$ cat src/pkg/charge_opt_pkg.sv
// Function
// period code 00 off, 01 is 5 s, 10 is 88 s, 11 is 175 s
// period field resets to 11, selecting 175 s
// only charge voltage or charge current writes feed the watchdog
// on watchdog expiry force charge current setting to zero
// after expiry restart on current, voltage or period write; run only if valid
// auto-off set and battery pin low clears input limit loop enable
// host may write input limit loop enable back to one afterwards
// option set drives charger ok high during reverse power mode; resets off
// low power with battery only: linear off, hot, monitors, comparator off
// converter unavailable while low power mode is active
// low power cleared: hot, monitors, comparator follow their own settings
// in low power, comparator still on if opt1 bit 6 or 5 set
// out of audio bit keeps burst floor above 25 kHz; resets to one
// frequency bit 0 selects 1200 kHz, 1 selects 800 kHz; resets to one
// host sets frequency bit to match inductor after every power on
// ripple reduce bit enables pass through ripple reduction; resets to one
// paired bytes dropped when low to high gap exceeds watchdog period
// loop enable resets to one and reads zero after automatic clear
// block bit zero lets valid settings charge; one inhibits charging
// accepted current or voltage write restarts count; disabled holds it clear
package charge_opt_pkg;
    localparam int          CLK_HZ        = 10_000_000;
    localparam int          WD_T5_S       = 5;
    localparam int          WD_T88_S      = 88;
    localparam int          WD_T175_S     = 175;
    localparam logic [6:0]  TARGET_ADDR   = 7'h09;
    localparam logic [7:0]  A_OPT0_LO     = 8'h00;
    localparam logic [7:0]  A_OPT0_HI     = 8'h01;
    localparam logic [7:0]  A_CUR_LO      = 8'h02;
    localparam logic [7:0]  A_CUR_HI      = 8'h03;
    localparam logic [7:0]  A_VOLT_LO     = 8'h04;
    localparam logic [7:0]  A_VOLT_HI     = 8'h05;
    localparam logic [7:0]  A_OPT1_HI     = 8'h31;
    localparam logic [15:0] OPT0_RESET    = 16'hE70E;
    localparam logic [15:0] CUR_RESET     = 16'h0000;
    localparam logic [15:0] VOLT_RESET    = 16'h0000;
    localparam logic [7:0]  OPT1_HI_RESET = 8'h02;
    localparam logic [15:0] CUR_MASK      = 16'h1FC0;
    localparam logic [15:0] VOLT_MASK     = 16'h7FF8;
    localparam int          F_LOW_POWER   = 15;
    localparam int          F_WD_HI       = 14;
    localparam int          F_WD_LO       = 13;
    localparam int          F_AUTO_OFF    = 12;
    localparam int          F_OTG_OK      = 11;
    localparam int          F_OOA         = 10;
    localparam int          F_FREQ        = 9;
    localparam int          F_RIPPLE      = 8;
    localparam int          F_LIMIT_EN    = 1;
    localparam int          F_BLOCK       = 0;
    localparam int          F_CMP_A       = 6;
    localparam int          F_CMP_B       = 5;
    localparam logic [1:0]  WD_OFF        = 2'h0;
    localparam logic [1:0]  WD_5S         = 2'h1;
    localparam logic [1:0]  WD_88S        = 2'h2;
    localparam logic [3:0]  BITS_BYTE     = 4'h8;
    typedef enum logic [2:0] {S_IDLE, S_ADDR, S_PTR, S_WDATA, S_RDATA, S_MACK} i2c_state_t;
endpackage

$ cat src/hw/charge_option_ctrl_watchdog.sv
`timescale 1ns/1ps
`default_nettype none
module charge_option_ctrl_watchdog
    import charge_opt_pkg::*;
#(
    parameter logic [30:0] WD_CYC_5S   = 31'(WD_T5_S * CLK_HZ),
    parameter logic [30:0] WD_CYC_88S  = 31'(WD_T88_S * CLK_HZ),
    parameter logic [30:0] WD_CYC_175S = 31'(WD_T175_S * CLK_HZ)
) (
    // clock and reset
    input  wire logic clk,
    input  wire logic nrst,
    // two-wire host port
    input  wire logic scl,
    input  wire logic sda_in,
    output logic      sda_out,
    output logic      sda_oe,
    // device status inputs
    input  wire logic battery_present_n,
    input  wire logic adapter_present,
    input  wire logic adapter_ok,
    input  wire logic reverse_power_mode,
    input  wire logic hot_cfg_en,
    input  wire logic monitor_cfg_en,
    input  wire logic comparator_cfg_en,
    input  wire logic adc_req,
    // control outputs
    output logic      charger_ok_out,
    output logic      linear_on,
    output logic      hot_logic_en,
    output logic      monitor_buf_en,
    output logic      comparator_en,
    output logic      adc_start,
    output logic      adc_reject,
    output logic      burst_floor_en,
    output logic      switching_freq_800k,
    output logic      ripple_reduce_en,
    output logic      input_limit_loop_enable,
    output logic      charge_run,
    output logic      watchdog_expired
);
    ////////////////////////////////////////////////////////////////////////////
    logic              rst_a_ff, rst_n;
    logic              scl_q_ff, sda_q_ff, batp_q_ff;
    i2c_state_t        state_ff;
    logic [3:0]        cnt_ff;
    logic [7:0]        shreg_ff, tx_ff, ptr_ff, rdata;
    logic              ack_ff, wr_stb_ff;
    logic [7:0]        wr_addr_ff, wr_data_ff;
    logic [15:0]       opt0_ff, cur_ff, volt_ff;
    logic [7:0]        opt1_hi_ff;
    logic              pend_ff;
    logic [7:0]        pend_addr_ff, pend_data_ff;
    logic [30:0]       gap_cnt_ff, wd_cnt_ff, wd_limit;
    logic              expired_ff;
    logic              scl_rise, scl_fall, i2c_start, i2c_stop;
    logic              commit_cur, commit_volt, restart, wd_on, batp_fall, lp_active;
    logic [1:0]        wd_sel;

    always_ff @(posedge clk or negedge nrst) begin
        if (!nrst) begin
            rst_a_ff <= 1'b0;
            rst_n    <= 1'b0;
        end else begin
            rst_a_ff <= 1'b1;
            rst_n    <= rst_a_ff;
        end
    end

    ////////////////////////////////////////////////////////////////////////////
    // two-wire target: pointer byte, auto-incrementing writes and reads
    assign scl_rise  = scl & ~scl_q_ff;
    assign scl_fall  = ~scl & scl_q_ff;
    assign i2c_start = scl & scl_q_ff & sda_q_ff & ~sda_in;
    assign i2c_stop  = scl & scl_q_ff & ~sda_q_ff & sda_in;
    assign sda_out   = 1'b0;

    always_ff @(posedge clk or negedge rst_n) begin
        if (!rst_n) begin
            scl_q_ff  <= 1'b1;
            sda_q_ff  <= 1'b1;
            batp_q_ff <= 1'b1;
        end else begin
            scl_q_ff  <= scl;
            sda_q_ff  <= sda_in;
            batp_q_ff <= battery_present_n;
        end
    end

    always_ff @(posedge clk or negedge rst_n) begin
        if (!rst_n) begin
            state_ff   <= S_IDLE;
            cnt_ff     <= 4'h0;
            shreg_ff   <= 8'h00;
            tx_ff      <= 8'h00;
            ptr_ff     <= 8'h00;
            ack_ff     <= 1'b0;
            sda_oe     <= 1'b0;
            wr_stb_ff  <= 1'b0;
            wr_addr_ff <= 8'h00;
            wr_data_ff <= 8'h00;
        end else begin
            wr_stb_ff <= 1'b0;
            if (i2c_start) begin
                state_ff <= S_ADDR;
                cnt_ff   <= 4'h0;
                ack_ff   <= 1'b0;
                sda_oe   <= 1'b0;
            end else if (i2c_stop) begin
                state_ff <= S_IDLE;
                ack_ff   <= 1'b0;
                sda_oe   <= 1'b0;
            end else if (state_ff == S_MACK) begin
                if (scl_rise) begin
                    state_ff <= sda_in ? S_IDLE : S_RDATA;
                    ack_ff   <= ~sda_in;
                end
            end else if (scl_rise && !ack_ff && cnt_ff < BITS_BYTE
                         && state_ff != S_RDATA && state_ff != S_IDLE) begin
                shreg_ff <= {shreg_ff[6:0], sda_in};
                cnt_ff   <= cnt_ff + 4'h1;
            end else if (scl_fall && ack_ff) begin
                ack_ff <= 1'b0;
                cnt_ff <= 4'h0;
                sda_oe <= 1'b0;
                if (state_ff == S_RDATA) begin
                    tx_ff  <= rdata;
                    sda_oe <= ~rdata[7];
                    cnt_ff <= 4'h1;
                end
            end else if (scl_fall && state_ff == S_RDATA) begin
                if (cnt_ff == BITS_BYTE) begin
                    sda_oe   <= 1'b0;
                    state_ff <= S_MACK;
                    ptr_ff   <= ptr_ff + 8'h01;
                end else begin
                    sda_oe <= ~tx_ff[6];
                    tx_ff  <= {tx_ff[6:0], 1'b0};
                    cnt_ff <= cnt_ff + 4'h1;
                end
            end else if (scl_fall && cnt_ff == BITS_BYTE) begin
                ack_ff <= 1'b1;
                sda_oe <= 1'b1;
                case (state_ff)
                    S_ADDR: begin
                        if (shreg_ff[7:1] == TARGET_ADDR) begin
                            state_ff <= shreg_ff[0] ? S_RDATA : S_PTR;
                        end else begin
                            state_ff <= S_IDLE;
                            ack_ff   <= 1'b0;
                            sda_oe   <= 1'b0;
                        end
                    end
                    S_PTR: begin
                        ptr_ff   <= shreg_ff;
                        state_ff <= S_WDATA;
                    end
                    S_WDATA: begin
                        wr_stb_ff  <= 1'b1;
                        wr_addr_ff <= ptr_ff;
                        wr_data_ff <= shreg_ff;
                        ptr_ff     <= ptr_ff + 8'h01;
                    end
                    default: begin
                        ack_ff <= 1'b0;
                        sda_oe <= 1'b0;
                    end
                endcase
            end
        end
    end

    always_comb begin
        case (ptr_ff)
            A_OPT0_LO: rdata = opt0_ff[7:0];
            A_OPT0_HI: rdata = opt0_ff[15:8];
            A_CUR_LO:  rdata = cur_ff[7:0];
            A_CUR_HI:  rdata = cur_ff[15:8];
            A_VOLT_LO: rdata = volt_ff[7:0];
            A_VOLT_HI: rdata = volt_ff[15:8];
            A_OPT1_HI: rdata = opt1_hi_ff;
            default:   rdata = 8'h00;
        endcase
    end

    ////////////////////////////////////////////////////////////////////////////
    // paired-byte settings: low byte staged, high byte commits both
    assign wd_sel    = opt0_ff[F_WD_HI:F_WD_LO];
    assign wd_on     = wd_sel != WD_OFF;
    assign wd_limit  = (wd_sel == WD_5S) ? WD_CYC_5S :
                       (wd_sel == WD_88S) ? WD_CYC_88S : WD_CYC_175S;
    assign commit_cur  = wr_stb_ff && wr_addr_ff == A_CUR_HI && pend_ff
                         && pend_addr_ff == A_CUR_LO;
    assign commit_volt = wr_stb_ff && wr_addr_ff == A_VOLT_HI && pend_ff
                         && pend_addr_ff == A_VOLT_LO;

    always_ff @(posedge clk or negedge rst_n) begin
        if (!rst_n) begin
            pend_ff      <= 1'b0;
            pend_addr_ff <= 8'h00;
            pend_data_ff <= 8'h00;
            gap_cnt_ff   <= 31'h0;
        end else if (wr_stb_ff) begin
            pend_ff      <= wr_addr_ff == A_CUR_LO || wr_addr_ff == A_VOLT_LO;
            pend_addr_ff <= wr_addr_ff;
            pend_data_ff <= wr_data_ff;
            gap_cnt_ff   <= 31'h0;
        end else if (pend_ff && wd_on) begin
            if (gap_cnt_ff >= wd_limit - 31'h1) begin
                pend_ff <= 1'b0;
            end else begin
                gap_cnt_ff <= gap_cnt_ff + 31'h1;
            end
        end
    end

    ////////////////////////////////////////////////////////////////////////////
    // watchdog over charge setting writes
    assign restart = commit_cur || commit_volt
                     || (expired_ff && wr_stb_ff && wr_addr_ff == A_OPT0_HI);

    always_ff @(posedge clk or negedge rst_n) begin
        if (!rst_n) begin
            wd_cnt_ff  <= 31'h0;
            expired_ff <= 1'b0;
        end else if (restart) begin
            wd_cnt_ff  <= 31'h0;
            expired_ff <= 1'b0;
        end else if (!wd_on) begin
            wd_cnt_ff <= 31'h0;
        end else if (!expired_ff) begin
            if (wd_cnt_ff >= wd_limit - 31'h1) begin
                wd_cnt_ff  <= 31'h0;
                expired_ff <= 1'b1;
            end else begin
                wd_cnt_ff <= wd_cnt_ff + 31'h1;
            end
        end
    end

    ////////////////////////////////////////////////////////////////////////////
    // register file
    assign batp_fall = batp_q_ff & ~battery_present_n;

    always_ff @(posedge clk or negedge rst_n) begin
        if (!rst_n) begin
            opt0_ff    <= OPT0_RESET;
            cur_ff     <= CUR_RESET;
            volt_ff    <= VOLT_RESET;
            opt1_hi_ff <= OPT1_HI_RESET;
        end else begin
            if (wr_stb_ff && wr_addr_ff == A_OPT0_LO) begin
                opt0_ff[7:0] <= wr_data_ff;
            end
            if (wr_stb_ff && wr_addr_ff == A_OPT0_HI) begin
                opt0_ff[15:8] <= wr_data_ff;
            end
            if (wr_stb_ff && wr_addr_ff == A_OPT1_HI) begin
                opt1_hi_ff <= wr_data_ff;
            end
            if (batp_fall && opt0_ff[F_AUTO_OFF]) begin
                opt0_ff[F_LIMIT_EN] <= 1'b0;
            end
            if (commit_cur) begin
                cur_ff <= {wr_data_ff, pend_data_ff} & CUR_MASK;
            end else if (wd_on && !expired_ff && !restart
                         && wd_cnt_ff >= wd_limit - 31'h1) begin
                cur_ff <= 16'h0000;
            end
            if (commit_volt) begin
                volt_ff <= {wr_data_ff, pend_data_ff} & VOLT_MASK;
            end
        end
    end

    ////////////////////////////////////////////////////////////////////////////
    // control outputs
    assign lp_active = opt0_ff[F_LOW_POWER] & ~adapter_present;

    always_ff @(posedge clk or negedge rst_n) begin
        if (!rst_n) begin
            charger_ok_out          <= 1'b0;
            linear_on               <= 1'b0;
            hot_logic_en            <= 1'b0;
            monitor_buf_en          <= 1'b0;
            comparator_en           <= 1'b0;
            adc_start               <= 1'b0;
            adc_reject              <= 1'b0;
            burst_floor_en          <= 1'b1;
            switching_freq_800k     <= 1'b1;
            ripple_reduce_en        <= 1'b1;
            input_limit_loop_enable <= 1'b1;
            charge_run              <= 1'b0;
            watchdog_expired        <= 1'b0;
        end else begin
            charger_ok_out <= adapter_ok | (opt0_ff[F_OTG_OK] & reverse_power_mode);
            linear_on      <= ~lp_active;
            hot_logic_en   <= ~lp_active & hot_cfg_en;
            monitor_buf_en <= ~lp_active & monitor_cfg_en;
            comparator_en  <= lp_active ? (opt1_hi_ff[F_CMP_A] | opt1_hi_ff[F_CMP_B])
                                        : comparator_cfg_en;
            adc_start      <= adc_req & ~lp_active;
            adc_reject     <= adc_req & lp_active;
            burst_floor_en      <= opt0_ff[F_OOA];
            switching_freq_800k <= opt0_ff[F_FREQ];
            ripple_reduce_en    <= opt0_ff[F_RIPPLE];
            input_limit_loop_enable <= opt0_ff[F_LIMIT_EN];
            charge_run <= ~opt0_ff[F_BLOCK] && cur_ff != 16'h0000
                          && volt_ff != 16'h0000;
            watchdog_expired <= expired_ff;
        end
    end
endmodule
`default_nettype wire

$ cat config.mk
export PLATFORM = sky130hd
export DESIGN_NAME = charge_option_ctrl_watchdog
export DESIGN_NICKNAME = d
export VERILOG_FILES = /design/src/pkg/charge_opt_pkg.sv /design/src/hw/charge_option_ctrl_watchdog.sv
export SDC_FILE = /design/constraint.sdc
export NUM_CORES = 1
export LEC_CHECK = 0
export BUFFER_PORTS_ARGS = -buffer_cell sky130_fd_sc_hd__buf_4
export CORE_MARGIN = 3
export CORE_UTILIZATION = 56
export CTS_BUF_LIST = sky130_fd_sc_hd__clkbuf_2
export DETAILED_ROUTE_END_ITERATION = 7
export PLACE_DENSITY = 0.73
export SETUP_SLACK_MARGIN = 0.2
export SYNTH_ARGS = -nofsm -noshare
export SYNTH_HDL_FRONTEND = slang
export SYNTH_SLANG_ARGS = --single-unit
$ cat constraint.sdc
create_clock -name clk -period 14.5 [get_ports clk]
set_input_delay 0 -clock clk [delete_from_list [all_inputs] [get_ports clk]]
set_output_delay 0 -clock clk [all_outputs]
set_load 0.05 [all_outputs]
# Word level (Yosys, flattened, before mapping)

Index checks and enable logic that the tools add are counted.

Add/sub/neg operators: 5
$lt $le $gt $ge: 3
Equal/unequal tests: 39
Mux-type cells: 77
Bitwise logic cells: 32
Reductions and logical operators: 61

Operator list:

| cell                                                                  | number |
|---|---|
| 31-bit 2-to-1 mux                                                     | 9 |
| 31-bit by 1-bit adder with 31-bit output (second input constant)      | 2 |
| 31-bit >= comparator                                                  | 2 |
| 8-bit one-hot mux with 7 select lines                                 | 1 |
| 8-bit by 2-bit == test with 1-bit output (second input constant)      | 5 |
| 8-bit by 3-bit == test with 1-bit output (second input constant)      | 5 |
| 3-bit 2-to-1 mux                                                      | 12 |
| 1-bit 2-to-1 mux                                                      | 35 |
| 16-bit 2-to-1 mux                                                     | 2 |
| 16-bit nonzero test                                                   | 2 |
| 31-bit by 1-bit subtractor with 31-bit output (second input constant) | 1 |
| 4-bit 2-to-1 mux                                                      | 7 |
| 7-bit 2-to-1 mux                                                      | 4 |
| 1-bit logical AND                                                     | 25 |
| 8-bit 2-to-1 mux                                                      | 3 |
| 8-bit by 1-bit == test with 1-bit output (second input constant)      | 2 |
| 8-bit by 6-bit == test with 1-bit output (second input constant)      | 2 |
| 8-bit logical NOT                                                     | 2 |
| 4-bit inequality test (second input constant)                         | 4 |
| 1-bit NOT                                                             | 16 |
| 8-bit one-hot mux with 2 select lines                                 | 1 |
| 8-bit AND reduction                                                   | 2 |
| 2-bit nonzero test                                                    | 8 |
| 5-bit nonzero test                                                    | 3 |
| other kinds (31)                                                      | 62 |

Register bits after elaboration: 199
Bits of input ports: 12
Word-level logic and storage cells: 257

# Depth between registers and ports, before layout

Gate-level depths: netlist of the first run.

Word-level depth: 11
Mapped depth: 13
Gate-level depth less buffers: 10

# Worst setup path before layout of the first run

No wires, ideal clock.

Path kind: register to register
Start: register opt0_ff[13]
End: register gap_cnt_ff[20]
Setup time: 0.078 ns
Arrival: 3.304 ns
Data required time: 14.422 ns
Slack: 11.118 ns
Stages on the path, launching flop included: 13
Path buffers: 2
Period minus slack after synthesis: 3.382 ns
Cell sequence: dfstp_2 inv_1 ha_1 clkbuf_1 inv_1 ha_1 a21o_1 a311o_1 o31ai_4 a2111oi_4 clkbuf_1 or4_1 a21oi_1

Word-level cells in the longest chain between the ends: 7

RTL lines:

| what                                          | RTL line                           | RTL |
|---|---|---|
| start: declaration                            | charge_option_ctrl_watchdog.sv:50  | `logic [15:0] opt0_ff, cur_ff, volt_ff;` |
| start signal: assignment                      | charge_option_ctrl_watchdog.sv:256 | `opt0_ff[15:8] <= wr_data_ff;` |
| 2-bit == test                                 | charge_option_ctrl_watchdog.sv:191 | `(wd_sel == WD_88S) ? WD_CYC_88S : WD_CYC_175S;` |
| 31-bit 2-to-1 mux                             | charge_option_ctrl_watchdog.sv:191 |  |
| 31-bit 2-to-1 mux                             | charge_option_ctrl_watchdog.sv:190 | `assign wd_limit = (wd_sel == WD_5S) ? WD_CYC_5S :` |
| 31-bit by 1-bit subtractor with 31-bit output | charge_option_ctrl_watchdog.sv:209 | `if (gap_cnt_ff >= wd_limit - 31'h1) begin` |
| 31-bit >= comparator                          | charge_option_ctrl_watchdog.sv:209 |  |
| 2-bit inequality test (no source line)        | -                                  |  |
| 2-bit AND reduction (no source line) (*)      | -                                  |  |
| end signal: assignment                        | charge_option_ctrl_watchdog.sv:212 | `gap_cnt_ff <= gap_cnt_ff + 31'h1;` |
| end: declaration                              | charge_option_ctrl_watchdog.sv:54  | `logic [30:0] gap_cnt_ff, wd_cnt_ff, wd_limit;` |

Mark *: on every way between the ends. The rest lies on a longest branch, timed or not.
A chain may end at the register's enable or synchronous reset.

# Worst setup path after layout of the first run

Start: register opt0_ff[13]
End: register gap_cnt_ff[8]

The elaborated chain is that of the path after synthesis.

==> implementation parameters, run 1 <==
Parameter                              Value

Setup path
  Reg-to-Reg Start ... opt0_ff[13]$_DFFE_PN1P_
  Critical setup path kind ... reg -> reg
  Cell with the biggest individual delay on the critical path ... sky130_fd_sc_hd__a2111oi_4
  Critical-path maximum fanout ... 32
  Data arrival time at the worst-slack endpoint ... 4.90 ns
  R2R depth ... 11
  Critical R2R Capture ... gap_cnt_ff[8]$_DFFE_PN0P_
  Register-to-register setup slack ... roughly 10 ns
  Kind of capture point of the worst setup path ... register
  Critical path data required time ... between 15 and 20 ns
  WP buf/inv ... 3
  Highest cell delay on the worst timing path ... a little over 0.8 ns
  Kind of cell adding the most delay to the critical path ... compound AO/OA/AOI/OAI gates
  Critical path, cell by cell ... inv_1 > ha_1 > inv_1 > ha_1 > a21oi_1 > a311oi_1 > o31ai_4 > a2111oi_4 > buf_4 > nor4_1 > mux2_1
  CP startpoint kind ... register

Power
  Sequential Power Share ... 0.606
  Leakage power ... roughly 4.7 nW
  Pwr Total ... 0.9428 mW
  Net switching power ... ~0.29 mW
  Net switching fraction of the power ... 0.3042
  Power density over the cells ... between 80 and 90 mW/mm²
  Combinational group share of total power ... 0.114
  Clock network power share ... 0.280
  Worst ir drop on vdd ... between 0.07 and 0.08 mV
  Total internal power ... roughly 0.66 mW

Clock network
  Clock Root Buffer ... sky130_fd_sc_hd__clkbuf_2
  Clock H-tree levels ... 4
  Clock tree from TritonCTS ... done
  Clk_lat worst skew ... around 0.77 ns
  Post-CTS clock slew at the launch and capture registers of the worst setup and hold paths ... approximately 0.28 ns
  Sinks on the clock net ... around 190
  Quantity of gates resized following cts ... 0
  Buffer depth of the longest clock path ... 2
  Total clock buffers created by CTS ... 17
  Buffers inserted during post-CTS setup optimization ... 0
  Total of hold buffers inserted after clock tree synthesis ... 23

Floorplan
  Starting density of the core ... 0.5745
  Number of I/O pins ... 27
  Die W ... between 100 and 150 µm
  DIE AREA ... roughly 0.020 mm²
  Floorplan die height ... between 100 and 150 µm
  Placeable Area ... ~0.018 mm²
  Cell row count ... around 50

Run status
  Outcome ... complete, no violations

Placement
  Number of cells after detailed placement ... between 1,000 and 1,500
  Placement-stage worst setup slack ... roughly 10 ns
  Count of buffers inserted at the top-level ports ... 25
  Placed instance area ... 0.01073 mm²
  Detail Placement HPWL ... 16.29 mm
  Routability congestion estimate ... between 0.9 and 1

Yosys
  Proportion of register bits with asynchronous set or reset after synthesis ... 1.000
  Area leader, netlist ... sky130_fd_sc_hd__dfrtp_1
  Total nets after synthesis ... around 1,100
  Synthesized instance count ... about 1,000
  Ranking of synthesized cells by area ... sky130_fd_sc_hd__dfrtp_1, sky130_fd_sc_hd__mux2_2, sky130_fd_sc_hd__ha_1
  Count of yosys warnings during synthesis ... 0
  Count of flip-flops with a built-in enable after synthesis ... 0
  Share of Yosys cell area claimed by the top area cell type ... 0.4080
  Sequential fraction of the synthesis area ... 0.4509
  Count of unique library cells instantiated by Yosys ... between 70 and 80
  Post-synth design cell area ... between 0.01 and 0.015 mm²
  Syn Area/Cell ... 10.04 µm²
  Most used flip-flop cell after synthesis ... sky130_fd_sc_hd__dfrtp_1
  Post-synthesis register bit count ... around 190

Detailed routing
  Post-detailed-route count of antenna-violating nets ... 0
  Via density ... ~6.4
  Mean routed wirelength per cell ... between 15 and 20 µm
  Number of detailed-route iterations in the first pass ... 7
  DRT iter0 DRCs ... 620
  Post-route DRC ... 0
  Detailed-route wire length ... ~24 mm
  Total via count after detailed routing ... around 8,300

STA
  Worst slew margin ... 0.2622
  Share of the clock period used by the worst path ... 0.2929
  Min cycle time layout ... around 4.2 ns
  Final WS setup ... around 10 ns
  Post-Route Hold Slack ... roughly 0.08 ns
  Final setup violation count ... 0
  Final sum of negative setup slack ... 0 ns
  Final-report hold violation count ... 0
  Slew Viols, Final ... 0
  Max Fclk ... between 200 and 250 MHz
  Unrepaired setup endpoints after global routing ... no
  Clock Skew ... roughly 0.055 ns
  Tightest Pin Transition ... approximately 1.1 ns

GRT
  First-pass GRT wire length ... slightly above 40 mm
  Initial antenna violation count ... 0
  Via count of the first global-routing pass ... approximately 8,200
  Largest net degree at the start of global routing ... 80
  GRT Residual Overflow ... 0
  GR Util All Layers ... 0.2437

Cells and area
  Total area of sequential cells ... ~0.0047 mm²
  Fillers ... 1,532
  Post-route insts no fill ... ~1,300
  Antenna diode instance count ... 0
  Layout cell share with drive strength beyond 1 ... 0.1553
  Layout overhead on the synthesized area ... 7.320%
  Nets@finish ... about 1,100
  Final core area utilization ... 0.6166
  Summed area of non-filler cells in the final layout ... roughly 0.011 mm²
  Footprint of the multi-input gates ... roughly 0.0054 mm²

Flow run
  Number of max-capacitance violations reported ... 0

Hold path
  Start point of the worst hold path ... comparator_cfg_en
  Hold Path Cell Cnt ... 4
  Class of the worst hold path ... in -> reg
  End point of the most critical hold path ... comparator_en$_DFF_PN0_
[logic make-up after synthesis]
logic type	Yosys count	share of synthesized area
compound gates	244	0.1588
xor+xnor	26	0.02184
fa+ha+maj	39	0.04680
buf+inv	84	0.03336
flops	187	0.4509
mux	84	0.09036
other cells	2	0.0007203
simple gates	372	0.1973
[worst reg2reg max path: cells and delay by family, from the launching register on]
family	cells	cell delay (ns)
adder cells (fa/ha/maj)	2	0.58
multiplexers	1	0.35
buffers and inverters	3	0.96
flip-flops	1	0.63
AND/OR/NAND/NOR	1	0.12
AO/OA/AOI/OAI	4	1.54
[registers in the layout, indices dropped and copies added (netlist names), 5 cells and up]
register	flops
gap_cnt_ff	31
wd_cnt_ff	31
opt0_ff	16
volt_ff	12
opt1_hi_ff	8
pend_addr_ff	8
ptr_ff	8
shreg_ff	8
wr_addr_ff	8
wr_data_ff	8
cur_ff	7
tx_ff	7
pend_data_ff	5
[metal layers]
layer / track usage / routed length, µm
met2: 0.4026 / 11550
met4: 0.05903 / 297
met3: 0.04234 / 922
met1: 0.3368 / 11050
met5: 0 / 0
[power by group through the flow]
stage	logic [mW]	registers, mW	clock network [mW]
final	0.107	0.572	0.264
after global routing	0.121	0.577	0.290
after CTS	0.107	0.571	0.270
after detailed placement	0.103	0.579	0
after global placement	0.101	0.579	0
after floorplan	0.0769	0.573	0
[worst max-delay path by stage]
stage	from	end	slack (ns)	depth (start not counted)
6_report	opt0_ff[13]$_DFFE_PN1P_	gap_cnt_ff[8]$_DFFE_PN0P_	10.25	11
5_1_grt	opt0_ff[13]$_DFFE_PN1P_	wd_cnt_ff[12]$_DFFE_PN0P_	10.03	10
4_1_cts	opt0_ff[13]$_DFFE_PN1P_	gap_cnt_ff[8]$_DFFE_PN0P_	10.27	11
3_5_place_dp	opt0_ff[13]$_DFFE_PN1P_	gap_cnt_ff[8]$_DFFE_PN0P_	10.35	11
3_3_place_gp	opt0_ff[13]$_DFFE_PN1P_	gap_cnt_ff[8]$_DFFE_PN0P_	10.48	11
2_1_floorplan	rst_n$_DFF_PN0_	ack_ff$_DFFE_PN0P_	8.93	0
[final cells by class]
cell class / count / share of cell area
clock buffers: 20 / 0.008946
clock inverters: 12 / 0.01163
inverters: 26 / 0.008722
multi-input cells: 767 / 0.4812
flip-flops and latches: 187 / 0.4206
well taps: 229 / 0.02561
repair buffers: 57 / 0.04339
[cell usage after synthesis (18+ instances only)]
master	number
sky130_fd_sc_hd__nand3_1	36
sky130_fd_sc_hd__o21ai_0	27
sky130_fd_sc_hd__dfrtp_1	170
sky130_fd_sc_hd__clkbuf_1	41
sky130_fd_sc_hd__ha_1	39
sky130_fd_sc_hd__or4_1	21
sky130_fd_sc_hd__nand2_1	101
sky130_fd_sc_hd__nor2_1	48
sky130_fd_sc_hd__a21oi_1	67
sky130_fd_sc_hd__a31oi_1	18
sky130_fd_sc_hd__inv_1	25
sky130_fd_sc_hd__mux2_2	64
sky130_fd_sc_hd__nor3_1	25
sky130_fd_sc_hd__nand4_1	32
sky130_fd_sc_hd__o31ai_1	20
[placed cells by master (no fill, tap or decap), types with 11 or more instances in the layout]
cell type,count
sky130_fd_sc_hd__nor2_1,48
sky130_fd_sc_hd__nand3_1,36
sky130_fd_sc_hd__ha_1,39
sky130_fd_sc_hd__dfrtp_1,168
sky130_fd_sc_hd__nor3_1,25
sky130_fd_sc_hd__dfstp_2,17
sky130_fd_sc_hd__and3_1,16
sky130_fd_sc_hd__xor2_1,13
sky130_fd_sc_hd__mux2_2,64
sky130_fd_sc_hd__a31oi_1,18
sky130_fd_sc_hd__buf_4,34
sky130_fd_sc_hd__nand4_1,32
sky130_fd_sc_hd__inv_1,25
sky130_fd_sc_hd__xnor2_1,13
sky130_fd_sc_hd__o21ai_0,27
sky130_fd_sc_hd__nor2b_1,11
sky130_fd_sc_hd__nor4_1,15
sky130_fd_sc_hd__a22oi_1,14
sky130_fd_sc_hd__a21oi_1,67
sky130_fd_sc_hd__mux2_1,17
sky130_fd_sc_hd__o21ai_1,16
sky130_fd_sc_hd__nand2_1,101
sky130_fd_sc_hd__or4_1,21
sky130_fd_sc_hd__o31ai_1,20
sky130_fd_sc_hd__clkbuf_2,20
sky130_fd_sc_hd__dlygate4sd3_1,23
(Power assumes the default switching activity.)
==> run 2, diff against run 1 <==
Settings changed: PLACE_DENSITY 0.73 to 0.76.
Clock period 14.5 ns to 3.65 ns, I/O delays scaled along.
==> run 2 against run 1 <==
Against the previous run:
- die area is the same
- sequential share of layout area down 0.76 points
- cell area is 1.8% higher
- first-iteration DRC count increased by 17%
- clock skew decreased by 0.018 ns
- non-clock buffer count grew 19
- combinational power rose to 4.1 times the previous value
- core utilization is 1.1 points higher
- register-to-register slack got worse by 9.9 ns
- critical path depth unchanged
- critical endpoint is now gap_cnt_ff[24]$_DFFE_PN0P_
- routed wire length up 1.5%
- largest power group unchanged
- cell count grew 1.5%
==> implementation parameters, run 2 (synthesis results as in run 1) <==
Parameter                              Value

Run status
  Outcome ... complete, no violations

Clock network
  Sinks on the clock net ... 187 (unchanged)
  Clock H-tree levels ... 4 (unchanged)
  Post-CTS clock slew at the launch and capture registers of the worst setup and hold paths ... 0.30 ns (+0.02 ns)
  Clock tree from TritonCTS ... done
  Buffer depth of the longest clock path ... 2 (unchanged)
  Clock Root Buffer ... sky130_fd_sc_hd__clkbuf_2
  Total clock buffers created by CTS ... 17 (unchanged)
  Clk_lat worst skew ... 0.80 ns (+0.03 ns)

Floorplan
  DIE AREA ... 0.02029 mm² (unchanged)
  Number of I/O pins ... 27 (unchanged)
  Placeable Area ... 0.01815 mm² (unchanged)
  Starting density of the core ... 0.5745 (unchanged)
  Die W ... 142.5 µm (unchanged)
  Cell row count ... 49 (unchanged)
  Floorplan die height ... 142.5 µm (unchanged)

Cells and area
  Nets@finish ... 1,126 (+1.7%)
  Registers with the highest flip-flop counts ... gap_cnt_ff (31), wd_cnt_ff (31), opt0_ff (16)
  Most used cells in the layout excluding fill and tap cells ... sky130_fd_sc_hd__dfrtp_1, sky130_fd_sc_hd__nand2_1, sky130_fd_sc_hd__a21oi_1
  Most common cell after layout, fill and taps aside ... sky130_fd_sc_hd__dfrtp_1
  Layout overhead on the synthesized area ... 9.300%
  Layout cell share with drive strength beyond 1 ... 0.1710 (+0.01567)

Setup path
  Highest cell delay on the worst timing path ... 0.60 ns (-0.23 ns)
  Data arrival time at the worst-slack endpoint ... 4.02 ns (-0.88 ns)
  WP buf/inv ... 3 (unchanged)
  Reg-to-Reg Start ... opt0_ff[14]$_DFFE_PN1P_
  CP startpoint kind ... register
  Critical setup path kind ... reg -> reg
  Kind of cell adding the most delay to the critical path ... compound AO/OA/AOI/OAI gates
  Critical path, cell by cell ... inv_1 > ha_4 > inv_1 > ha_1 > a21o_1 > a311o_1 > o31ai_4 > a2111oi_4 > buf_4 > or4_1 > a21oi_1
  Kind of capture point of the worst setup path ... register
  CP most frequent cell ... sky130_fd_sc_hd__inv_1
  Critical R2R Capture ... gap_cnt_ff[24]$_DFFE_PN0P_
  Critical path data required time ... 4.39 ns (-10.76 ns)
  Cell with the biggest individual delay on the critical path ... sky130_fd_sc_hd__dfstp_2
  Register-to-register setup slack ... 0.37 ns (-9.89 ns)
  R2R depth ... 11 (unchanged)
  Critical-path maximum fanout ... 14 (-56%)

Detailed routing
  Post-detailed-route count of antenna-violating nets ... 0 (unchanged)
  Detailed-route wire length ... 24.17 mm (+1.5%)
  Post-route DRC ... 0 (unchanged)
  Mean routed wirelength per cell ... 18.34 µm (about the same)
  Via density ... 6.373 (-0.16%)
  Number of detailed-route iterations in the first pass ... 5 (-2)
  DRT iter0 DRCs ... 726 (+17%)
  Total via count after detailed routing ... 8,400 (+1.4%)

GRT
  GR Util All Layers ... 0.2450 (+0.001288)
  Largest net degree at the start of global routing ... 70 (-13%)
  Via count of the first global-routing pass ... 8,074 (-1.3%)
  Initial antenna violation count ... 1 (+1)
  First-pass GRT wire length ... 40.52 mm (-0.80%)
  GRT Residual Overflow ... 0 (unchanged)

Power
  Leakage power ... 4.805 nW (+2.0%)
  Worst ir drop on vdd ... 0.3424 mV (+340%)
  Power density over the cells ... 326.6 mW/mm² (+290%)
  Pwr Total ... 3.722 mW (+290%)

STA
  Final-report hold violation count ... 0 (unchanged)
  Final setup violation count ... 0 (unchanged)
  Min cycle time layout ... 3.284 ns (-0.9623 ns)
  Post-Route Hold Slack ... 0.08583 ns (+0.005152 ns)
  Unrepaired setup endpoints after global routing ... no
  Tightest Pin Transition ... 0.8711 ns (-0.2314 ns)
  Final sum of negative setup slack ... 0 ns (unchanged)
  Max Fclk ... 304.5 MHz (+29%)
  Share of the clock period used by the worst path ... 0.8998 (+0.6069)
  Worst slew margin ... 0.4157 (+0.1535)
  Slew Viols, Final ... 0 (unchanged)
  Clock Skew ... 0.03708 ns (-0.01798 ns)

Placement
  Count of buffers inserted at the top-level ports ... 25 (unchanged)
  Detail Placement HPWL ... 16.70 mm (+2.5%)
  Routability congestion estimate ... 0.8747 (-3.8%)

Hold path
  Start point of the worst hold path ... sda_in
  End point of the most critical hold path ... shreg_ff[0]$_DFFE_PN0P_
  Hold Path Cell Cnt ... 4 (unchanged)
  Class of the worst hold path ... in -> reg

Flow run
  Number of max-capacitance violations reported ... 0 (unchanged)
## run 2: what timing repair did
action                                 in CTS  in global routing
buffers inserted                            1                  1
hold buffers                               25                  0
endpoints found under the hold margin      24                  0
resized for setup                           1                  9
setup endpoints to repair                  19                 30
## run 2: worst max-delay path by stage
stage	start	depth (start not counted)	endpoint	slack [ns]
floorplan	opt0_ff[13]$_DFFE_PN1P_	12	gap_cnt_ff[20]$_DFFE_PN0P_	0.27
global placement	opt0_ff[13]$_DFFE_PN1P_	11	gap_cnt_ff[14]$_DFFE_PN0P_	0.29
detailed placement	opt0_ff[13]$_DFFE_PN1P_	11	gap_cnt_ff[14]$_DFFE_PN0P_	0.18
CTS	opt0_ff[13]$_DFFE_PN1P_	11	gap_cnt_ff[14]$_DFFE_PN0P_	0.21
global route	opt0_ff[14]$_DFFE_PN1P_	11	gap_cnt_ff[14]$_DFFE_PN0P_	0.21
finish	opt0_ff[14]$_DFFE_PN1P_	11	gap_cnt_ff[24]$_DFFE_PN0P_	0.37
## run 2: area by class of cell
type,count,area (µm²)
multi-input combinational,767,5426
clock buffer,17,85.08
clock inverter,15,126.4
inverter,26,97.59
fill,1510,6751
sequential,187,4706
tap,229,286.5
antenna,1,2.502
timing repair buffer,76,665.6
## run 2: routing by layer
layer | global-route usage | share of wire
met5 | 0 | 0
met4 | 0.06753 | 0.017
met3 | 0.04671 | 0.042
met2 | 0.3979 | 0.49
met1 | 0.3391 | 0.45
## run 2: metrics by stage
stage	cell area, µm²	std cells	util	worst slack (ns)
after floorplan	10430	1038	-	0.2684
after global placement	10870	1258	0.5988	0.2906
after detailed placement	10870	1258	0.5988	0.1832
after CTS	11340	1316	0.6248	0.2058
after global routing	11400	1318	0.6280	0.2078
final	11400	1318	0.6280	0.3657
## run 2: worst register-to-register path, cell delays in order, from the launching register on
cell and delay (ns):
sky130_fd_sc_hd__dfstp_2 0.60, sky130_fd_sc_hd__inv_1 0.08, sky130_fd_sc_hd__ha_4 0.33, sky130_fd_sc_hd__inv_1 0.09
sky130_fd_sc_hd__ha_1 0.32, sky130_fd_sc_hd__a21o_1 0.19, sky130_fd_sc_hd__a311o_1 0.40, sky130_fd_sc_hd__o31ai_4 0.22
sky130_fd_sc_hd__a2111oi_4 0.12, sky130_fd_sc_hd__buf_4 0.20, sky130_fd_sc_hd__or4_1 0.51, sky130_fd_sc_hd__a21oi_1 0.16
## run 2: report_power, final
| part | internal (mW) | switching (mW) |
|---|---|---|
| combinational | 0.186 | 0.250 |
| sequential | 2.15 | 0.130 |
| clock | 0.212 | 0.798 |
